## src/hw/ordc_defs.svh

```systemverilog
`ifndef ORDC_DEFS_SVH
`define ORDC_DEFS_SVH

// register offsets
`define ORDC_OFF_INT_LOW 8'h16
`define ORDC_OFF_INT_MID 8'h17
`define ORDC_OFF_INT_HIGH 8'h18
`define ORDC_OFF_FRAC_LOW 8'h19
`define ORDC_OFF_FRAC_MA 8'h1a
`define ORDC_OFF_FRAC_MB 8'h1b
`define ORDC_OFF_FRAC_HIGH 8'h1c
`define ORDC_OFF_DIV_SEL 8'h1d
`define ORDC_OFF_STATUS 8'h30

// reset values
`define ORDC_RST_INT_LOW 8'h40
`define ORDC_RST_INT_MID 8'h00
`define ORDC_RST_INT_HIGH 8'h00
`define ORDC_RST_FRAC_LOW 8'h72
`define ORDC_RST_FRAC_MA 8'hb7
`define ORDC_RST_FRAC_MB 8'hce
`define ORDC_RST_FRAC_HIGH 8'h2b
`define ORDC_RST_DIV_SEL 8'h00

// field layout
`define ORDC_DIV_FIELD_W 2
`define ORDC_STAT_MASTER_BIT 0
`define ORDC_STAT_STROBE_BIT 1

// clock period in ns
`define ORDC_CLK_PERIOD_NS 25

`endif

```

## src/hw/ordc_pkg.sv

```systemverilog
`default_nettype none

package ordc_pkg;

    // per-channel rate divider code, codes follow declaration order
    typedef enum logic [1:0] {
        ORDC_DIV_1,
        ORDC_DIV_2,
        ORDC_DIV_4,
        ORDC_DIV_8
    } ordc_div_t;

endpackage : ordc_pkg

`default_nettype wire

```

## src/hw/ordc_div_if.sv

```systemverilog
`default_nettype none

interface ordc_div_if;
    import ordc_pkg::*;
    logic tick; // base strobe event, one cycle
    ordc_div_t sel; // channel divider code
    logic strobe; // divided channel strobe

    modport ctl (output tick, output sel, input strobe);
    modport div (input tick, input sel, output strobe);
endinterface : ordc_div_if

`default_nettype wire

```

## src/hw/ordc_chan_div.sv

```systemverilog
`default_nettype none

module ordc_chan_div
    import ordc_pkg::*;
(
    // clock and reset
    input wire logic clk_i,
    input wire logic rst_b_i,
    // divider link
    ordc_div_if.div bus
);

    logic [2:0] cnt_r; // base ticks seen
    logic strobe_r; // divided pulse
    logic [2:0] mask_w; // low count bits that must be zero
    logic fire_w; // this tick is passed on

    // /1 passes every tick, /8 one in eight
    assign mask_w = (bus.sel == ORDC_DIV_1) ? 3'h0 :
                    (bus.sel == ORDC_DIV_2) ? 3'h1 :
                    (bus.sel == ORDC_DIV_4) ? 3'h3 : 3'h7;
    assign fire_w = bus.tick && ((cnt_r & mask_w) == 3'h0);
    assign bus.strobe = strobe_r;

    // count ticks, changing code mid-count just rephases
    always_ff @(posedge clk_i or negedge rst_b_i) begin
        if (!rst_b_i) begin
            cnt_r <= 3'h0;
            strobe_r <= 1'b0;
        end else begin
            strobe_r <= fire_w;
            if (bus.tick) begin
                cnt_r <= cnt_r + 3'h1;
            end
        end
    end
endmodule : ordc_chan_div

`default_nettype wire

```

## src/hw/ordc_top.sv

```systemverilog
`include "ordc_defs.svh"
`default_nettype none

module ordc_top
    import ordc_pkg::*;
#(
    parameter int NUM_CH = 4 // channels with own divider
) (
    // clock and reset
    input wire logic clk_i,
    input wire logic rst_b_i,
    // register port
    input wire logic [7:0] addr_i,
    input wire logic [7:0] wdata_i,
    input wire logic wr_i,
    input wire logic rd_i,
    output logic [7:0] rdata_o,
    // timing role pin, high for master
    input wire logic master_mode_i,
    // output rate strobe pin, two-way
    input wire logic output_rate_strobe_i,
    output logic output_rate_strobe_o,
    output logic output_rate_strobe_oe_o,
    // divided per-channel strobes
    output logic [NUM_CH-1:0] ch_strobe_o
);

    ////////////////////////////////////////////////////////////////////////////
    // register bank

    localparam int NUM_REG = 8; // 0x16 .. 0x1d

    logic [7:0] cfg_r [NUM_REG]; // config bytes, index from 0x16
    logic [7:0] idx_w; // register index
    logic hit_w; // address in config bank
    logic [7:0] rdata_nxt; // read mux
    logic [23:0] ratio_integer_part; // clocks per period, whole part
    logic [31:0] ratio_fraction_part; // clocks per period, /2^32
    logic [7:0] div_sel_w; // packed channel divider fields
    logic [7:0] status_w; // live status byte

    // reset image, index order
    localparam logic [7:0] RST_IMG [NUM_REG] = '{
        `ORDC_RST_INT_LOW, `ORDC_RST_INT_MID, `ORDC_RST_INT_HIGH,
        `ORDC_RST_FRAC_LOW, `ORDC_RST_FRAC_MA, `ORDC_RST_FRAC_MB,
        `ORDC_RST_FRAC_HIGH, `ORDC_RST_DIV_SEL
    };

    assign idx_w = addr_i - `ORDC_OFF_INT_LOW;
    assign hit_w = (addr_i >= `ORDC_OFF_INT_LOW) && (addr_i <= `ORDC_OFF_DIV_SEL);

    // byte lanes: low first, highest address holds top bits
    assign ratio_integer_part = {cfg_r[2], cfg_r[1], cfg_r[0]};
    assign ratio_fraction_part = {cfg_r[6], cfg_r[5], cfg_r[4], cfg_r[3]};
    assign div_sel_w = cfg_r[7];

    // unmapped addresses read zero
    assign rdata_nxt = hit_w ? cfg_r[idx_w[2:0]] :
                       (addr_i == `ORDC_OFF_STATUS) ? status_w : 8'h00;

    // writes land next edge, reset loads documented image
    always_ff @(posedge clk_i or negedge rst_b_i) begin
        if (!rst_b_i) begin
            for (int i = 0; i < NUM_REG; i++) begin
                cfg_r[i] <= RST_IMG[i];
            end
        end else if (wr_i && hit_w) begin
            cfg_r[idx_w[2:0]] <= wdata_i;
        end
    end

    // read data stands one cycle after the strobe only
    always_ff @(posedge clk_i or negedge rst_b_i) begin
        if (!rst_b_i) begin
            rdata_o <= 8'h00;
        end else begin
            rdata_o <= rd_i ? rdata_nxt : 8'h00;
        end
    end

    ////////////////////////////////////////////////////////////////////////////
    // pin synchronisers

    logic mode_s1_r; // first stage, read only by second
    logic mode_s2_r; // synced role
    logic strb_s1_r; // first stage, read only by second
    logic strb_s2_r; // synced strobe
    logic strb_s3_r; // previous synced strobe, edge detect
    logic slave_rise_w; // external strobe rising edge

    // two flops before any logic sees a pin
    always_ff @(posedge clk_i or negedge rst_b_i) begin
        if (!rst_b_i) begin
            mode_s1_r <= 1'b0;
            mode_s2_r <= 1'b0;
            strb_s1_r <= 1'b0;
            strb_s2_r <= 1'b0;
            strb_s3_r <= 1'b0;
        end else begin
            mode_s1_r <= master_mode_i;
            mode_s2_r <= mode_s1_r;
            strb_s1_r <= output_rate_strobe_i;
            strb_s2_r <= strb_s1_r;
            strb_s3_r <= strb_s2_r;
        end
    end

    assign slave_rise_w = strb_s2_r && !strb_s3_r;

    ////////////////////////////////////////////////////////////////////////////
    // fractional rate generator

    logic [23:0] cnt_r; // clocks left in this period
    logic [31:0] acc_r; // fractional remainder
    logic [32:0] acc_sum_w; // remainder plus fraction, carry on top
    logic carry_w; // this period gets one extra clock
    logic [24:0] per_w; // length of next period in clocks
    logic [23:0] cnt_load_w; // reload value, period minus one
    logic gen_tick_w; // generated strobe event
    logic base_tick_w; // strobe event for channel dividers
    logic strobe_r; // strobe pin drive
    logic oe_r; // strobe pin enable

    assign acc_sum_w = {1'b0, acc_r} + {1'b0, ratio_fraction_part};
    assign carry_w = acc_sum_w[32];
    assign per_w = {1'b0, ratio_integer_part} + {24'h0, carry_w};
    // a zero ratio is clamped to one clock per period
    assign cnt_load_w = (per_w == 25'h0) ? 24'h0 : 24'(per_w - 25'h1);
    assign gen_tick_w = mode_s2_r && (cnt_r == 24'h0);
    assign base_tick_w = mode_s2_r ? gen_tick_w : slave_rise_w;

    // ratio writes take effect at the next period start, no glitch mid-period
    always_ff @(posedge clk_i or negedge rst_b_i) begin
        if (!rst_b_i) begin
            cnt_r <= 24'h0;
            acc_r <= 32'h0;
        end else if (!mode_s2_r) begin
            // slave: park so master starts with a full period boundary
            cnt_r <= 24'h0;
            acc_r <= 32'h0;
        end else if (gen_tick_w) begin
            cnt_r <= cnt_load_w;
            acc_r <= acc_sum_w[31:0];
        end else begin
            cnt_r <= cnt_r - 24'h1;
        end
    end

    // pin drive only in master role
    always_ff @(posedge clk_i or negedge rst_b_i) begin
        if (!rst_b_i) begin
            strobe_r <= 1'b0;
            oe_r <= 1'b0;
        end else begin
            strobe_r <= gen_tick_w;
            oe_r <= mode_s2_r;
        end
    end

    assign output_rate_strobe_o = strobe_r;
    assign output_rate_strobe_oe_o = oe_r;
    assign status_w = {6'h0, strb_s2_r, mode_s2_r};

    ////////////////////////////////////////////////////////////////////////////
    // per-channel dividers

    for (genvar c = 0; c < NUM_CH; c++) begin : g_ch
        ordc_div_if div_bus ();
        assign div_bus.tick = base_tick_w;
        assign div_bus.sel = ordc_div_t'(div_sel_w[c*`ORDC_DIV_FIELD_W +: 2]);
        assign ch_strobe_o[c] = div_bus.strobe;
        ordc_chan_div u_div (
            .clk_i(clk_i),
            .rst_b_i(rst_b_i),
            .bus(div_bus.div)
        );
    end

    logic boot_r; // high in first cycle after reset
    logic wr_seen_r; // any write since reset
    always_ff @(posedge clk_i or negedge rst_b_i) begin
        if (!rst_b_i) begin
            boot_r <= 1'b1;
            wr_seen_r <= 1'b0;
        end else begin
            boot_r <= 1'b0;
            wr_seen_r <= wr_seen_r || wr_i;
        end
    end
endmodule : ordc_top

`default_nettype wire

```

## config.mk

```make
export PLATFORM = sky130hd
export DESIGN_NAME = ordc_top
export DESIGN_NICKNAME = d
export VERILOG_FILES = /design/src/hw/ordc_pkg.sv /design/src/hw/ordc_div_if.sv /design/src/hw/ordc_chan_div.sv /design/src/hw/ordc_top.sv
export VERILOG_INCLUDE_DIRS = /design/src /design/src/hw
export SDC_FILE = /design/constraint.sdc
export NUM_CORES = 1
export LEC_CHECK = 0
export BUFFER_PORTS_ARGS = -buffer_cell sky130_fd_sc_hd__buf_2
export CAP_MARGIN = 20
export CORE_UTILIZATION = 68
export DETAILED_ROUTE_END_ITERATION = 10
export PLACE_DENSITY = 0.86
export SLEW_MARGIN = 20
export SYNTH_ARGS = -nofsm -noshare
export SYNTH_HDL_FRONTEND = slang
export SYNTH_HIERARCHICAL = 1
export SYNTH_SLANG_ARGS = --single-unit
export TNS_END_PERCENT = 100
```

## constraint.sdc

```tcl
create_clock -name clk_i -period 14.2 [get_ports clk_i]
set_clock_uncertainty 0.1 [all_clocks]
set_input_delay 1.42 -clock clk_i [delete_from_list [all_inputs] [get_ports clk_i]]
set_output_delay 1.42 -clock clk_i [all_outputs]
set_load 0.02 [all_outputs]
```

=== Word-level counts from Yosys, hierarchy flattened ===
Index checks and enable logic that the tools add are counted.

* Add/sub/neg operators: 9
* $lt $le $gt $ge: 4
* Eq/ne operators: 10
* Muxes and demuxes: 27
* Bitwise logic cells: 5
* Reductions and logical operators: 20

{| class="wikitable"
|+ Operator list
! operator !! count
|-
| $mux 24 || 3
|-
| $bwmux 64 || 1
|-
| $mux 32 || 2
|-
| $sub 24x1->24 const B || 2
|-
| $mux 8 || 5
|-
| $mux 3 || 12
|-
| $add 32x32->33 || 1
|-
| $add 24x1->25 || 1
|-
| $logic_not 25->1 || 1
|-
| $bmux 8 s3 || 1
|-
| $demux 8 s3 || 1
|-
| $logic_not 24->1 || 1
|-
| $add 3x1->3 const B || 4
|-
| $and 3x3->3 || 4
|-
| $logic_not 3->1 || 4
|-
| $logic_and 1x1->1 || 9
|-
| $eq 2x1->1 const B || 4
|-
| $eq 2x2->1 const B || 4
|-
| $eq 8x6->1 const B || 1
|-
| $ge 8x5->1 const B || 1
|-
| $le 8x5->1 const B || 1
|-
| $logic_not 2->1 || 4
|-
| $ge 4x4->1 const B || 1
|-
| $lt 4x1->1 const B || 1
|-
| 6 further kinds || 6
|}

* Flip-flop bits (word level): 151
* Output and inout port bits: 14
* Logic and storage cells: 101

=== Depth between registers and ports, before layout ===
* Word-level depth: 7
* Gate-level depth with buffers: 22
* Gate-level depth less buffers: 21

=== Cells and area by module ===
The synthesis kept the hierarchy.

{| class="wikitable"
|+ By module, submodules not included
! module !! instances !! cells each !! area an instance (um^2) !! seq. area each (um^2)
|-
| ordc_top || 1 || 906 || 8922.3 || 3403.3
|-
| ordc_chan_div || 4 || 13 || 172.7 || 100.1
|}

=== Worst setup path before layout ===
OpenSTA, ideal clock, no wires.

* Path type: register -> register
* From: register cfg_r[33] in the netlist's numbering
* To: register, netlist name cnt_r[23]
* Library setup time: 0.082 ns
* Arrival: 5.078 ns
* Path slack: 8.940 ns
* Stages on the path, launching flop included: 22
* Period minus slack after synthesis: 5.260 ns
* Cell sequence: dfstp_2 inv_1 fa_1 nand2b_1 a2111oi_0 o21ai_0 a21o_1 a21oi_1 a41oi_1 nand2_1 a21o_1 ha_1 ha_1 clkbuf_1 nand3_1 o41ai_1 nor3_1 a2111oi_4 and2_1 nand2_1 or3_1 a31oi_1

{| class="wikitable"
|+ RTL lines
! item !! RTL line !! RTL
|-
| from (decl) || ordc_top.sv:33 || <nowiki>logic [7:0] cfg_r [NUM_REG];</nowiki>
|-
| from (signal, indexed assignment) || ordc_top.sv:65 || <nowiki>cfg_r[i] <= RST_IMG[i];</nowiki>
|-
| from (signal, indexed assignment) || ordc_top.sv:68 || <nowiki>cfg_r[idx_w[2:0]] <= wdata_i;</nowiki>
|}

==> metrics.yaml <==
wl_per_cell_um: 20.9
hold_depth: 0
cts-root-buf: "clkbuf_16"
antenna_found_initial: 0
cts.repair.resized: 0
cts_tree: "built"
grt_max_degree: 80
r2r_start: "cfg_r[33]"
cp.arrival_ns: 6.27
nets: 1041
detail-route-antenna-nets: 0
gp_congestion: 0.926
yosysWarnings: 6
dieArea_um2: 14600
worstSetupPathType: "flop to flop"
reg2reg_slack_ns: 8.11
hold_violations: 0
worst_slew_pin_slew_ns: 0.966
yosys.area.top_type_share_pct: 34.1
boundaryPins: 36
cp_max_fo: 19
leakage_nw: 4.76
syn_avg_cell_area_um2: 10.0
first_iter_violations: 746
start_util_pct: 69.5
required_ns: 14.38
maxCapViolCount: 0
rsz0062_at_grt: "no"
synth-main-ff-cell: "dfrtp_1"
r2r_cells: 20
grt-ovfl-total: 0
n_fill_cell: 936
clock_path_buffers: 2
slew_viol_final: 0
max_freq_mhz: 164
synth_most_common_cell: "dfrtp_1"
drcViolationCount: 0
area_delta_synth_final_pct: 8.19
die_w_um: 121
outcome: "finished clean"
post_cts_buffers: 0
tns_ns: 0
first_pass_iters: 5
avgViaCountPerCell: 6.72
worst_hold_slack_ns: 0.248
grt_pass1_vias: 7537
drt_wl_total_um: 24400
port_buffers: 35
ys_seq_elements: 151
synth_common_cells: "dfrtp_1 (131), nand2_1 (95), mux2_2 (66)"
syn_nets: 1027
path_clk_slew_ns: 0.07
cts_made_buffers: 17
ys_seq_area_share_pct: 39.6
synthArstFlopShare_pct: 100
htreeDepth: 4
fp-row-count: 43
hpwl_um: 16100
setup_viol_count_final: 0
via_count: 7832
grt_pass1_wl_um: 39200
endpoint_kind: "flop"
hold_start: "mode_s1_r"
final_cells: 1165
diodes: 0
min_period_ns: 6.09
yosysUniqueCellTypes: 78
timing.rr.end: "cnt_r[1]"
p_per_area_nw_per_um2: 133
timing.hold.worst.class: "flop to flop"
timing.final.crit_share_pct: 42.9
worstSetupStartpointType: "flop"
cts_hold_buf: 0
clk_latency_ns: 0.44
syn_area_um2: 9610
synthTopCellsByArea: "dfrtp_1 (34%), mux2_2 (7.7%), ha_1 (6.0%)"
cts_sinks: 151
synth_edf_count: 0
relSlewSlack_pct: 35.6
dieHeight_um: 121
grtUsageTotal_pct: 35.5
yosys.area.top_type: "dfrtp_1"
worstHoldEndpoint: "mode_s2_r"
peakVddDrop_uv: 147
drive_above_1_share_pct: 20.6
core_um2: 13800
place_inst: 1133
netlist_instances: 958
## cell usage in the layout (no fill, tap or decap), types with 17 or more instances in the layout
cell type  netlist  final
buf_2            7     34
nand4_1         18     18
ha_1            46     46
o21ai_0         41     40
nor2_1          47     47
dfstp_2         20     20
dfrtp_1        131    131
xnor2_1         56     56
nand2_1         95     95
mux2_2          66     66
o22ai_1         24     24
inv_1           30     30
nand3_1         40     40
clkbuf_16        0     17
xor2_1          28     28
a21oi_1         49     49
nor3_1          21     21
## metal layers
layer	track usage, %	vias to the layer above	routed length (um)
li1	-	3541	-
met1	44.8	3789	9600
met2	57.5	389	11600
met5	0	-	0
met3	6.02	113	1700
met4	21.5	0	1420
## critical path, stage by stage (launching register included)
cell and delay [ns]:
dfstp_2 0.55, inv_1 0.06, fa_1 0.42, nand2b_1 0.19, a2111oi_0 0.72, o21ai_0 0.30
a21o_1 0.26, a21oi_1 0.22, a41oi_1 0.19, nand2_1 0.11, a21o_1 0.16, ha_1 0.23
nand2_1 0.29, nor4_2 0.55, nand3_1 0.16, xor2_1 0.34, nand2_1 0.14, a21o_1 0.20
o21ai_1 0.32, buf_4 0.30, o22ai_1 0.10
## worst max-delay path by stage
stage               from        end  slack (ns)  cells after the start
3_3_place_gp   cfg_r[33]  cnt_r[23]        8.41                     19
5_1_grt        cfg_r[32]   cnt_r[1]        7.49                     20
6_report       cfg_r[33]   cnt_r[1]        8.11                     20
2_1_floorplan  cfg_r[33]  cnt_r[23]        8.94                     21
3_5_place_dp   cfg_r[33]   cnt_r[0]        8.21                     20
4_1_cts        cfg_r[33]   cnt_r[1]        8.17                     20
## flip-flops by register name (all words and copies together) (netlist names)
name,count
mode_s2_r,1
acc_r,32
strb_s1_r,1
g_ch.u_div/cnt_r,12
output_rate_strobe_o,1
output_rate_strobe_oe_o,1
cfg_r,56
cnt_r,24
g_ch.u_div/bus.strobe,4
strb_s3_r,1
strb_s2_r,1
rdata_o,8
div_sel_w,8
mode_s1_r,1
## metrics by stage
step	area, um2	setup slack [ns]	utilization [%]	power [W]
after detailed placement	9850	8.21	71.2	0.000949
after global routing	10400	7.49	75.2	0.00145
after floorplan	9610	8.94	-	0.000858
after CTS	10400	8.17	75.2	0.00138
after global placement	9850	8.41	71.2	0.000933
final	10400	8.11	75.2	0.00138
## area by class of cell
class                           count  area [um2]  share of cell area [%]
Clock inverter                     13         111                    1.07
Tap cell                          180         225                    2.17
Multi-Input combinational cell    731        5480                    52.7
Timing Repair Buffer               41         226                    2.18
Inverter                           30         113                    1.08
Sequential cell                   151        3800                    36.6
Clock buffer                       19         443                    4.26
## power breakdown
group          internal (W)  leakage [nW]  switching [W]  total, W
clock network      0.000233         0.265       0.000198  0.000431
logic              0.000171          2.52       0.000227  0.000398
registers          0.000494          1.97      0.0000624  0.000556
## kinds of logic after synthesis
logic type,share of synthesized area [%]
simple gates,17.0
compound gates,12.8
flops,39.6
mux,13.4
xor+xnor,7.65
buf+inv,3.45
fa+ha+maj,6.20
No activity file was read; power rests on OpenSTA's default activity.
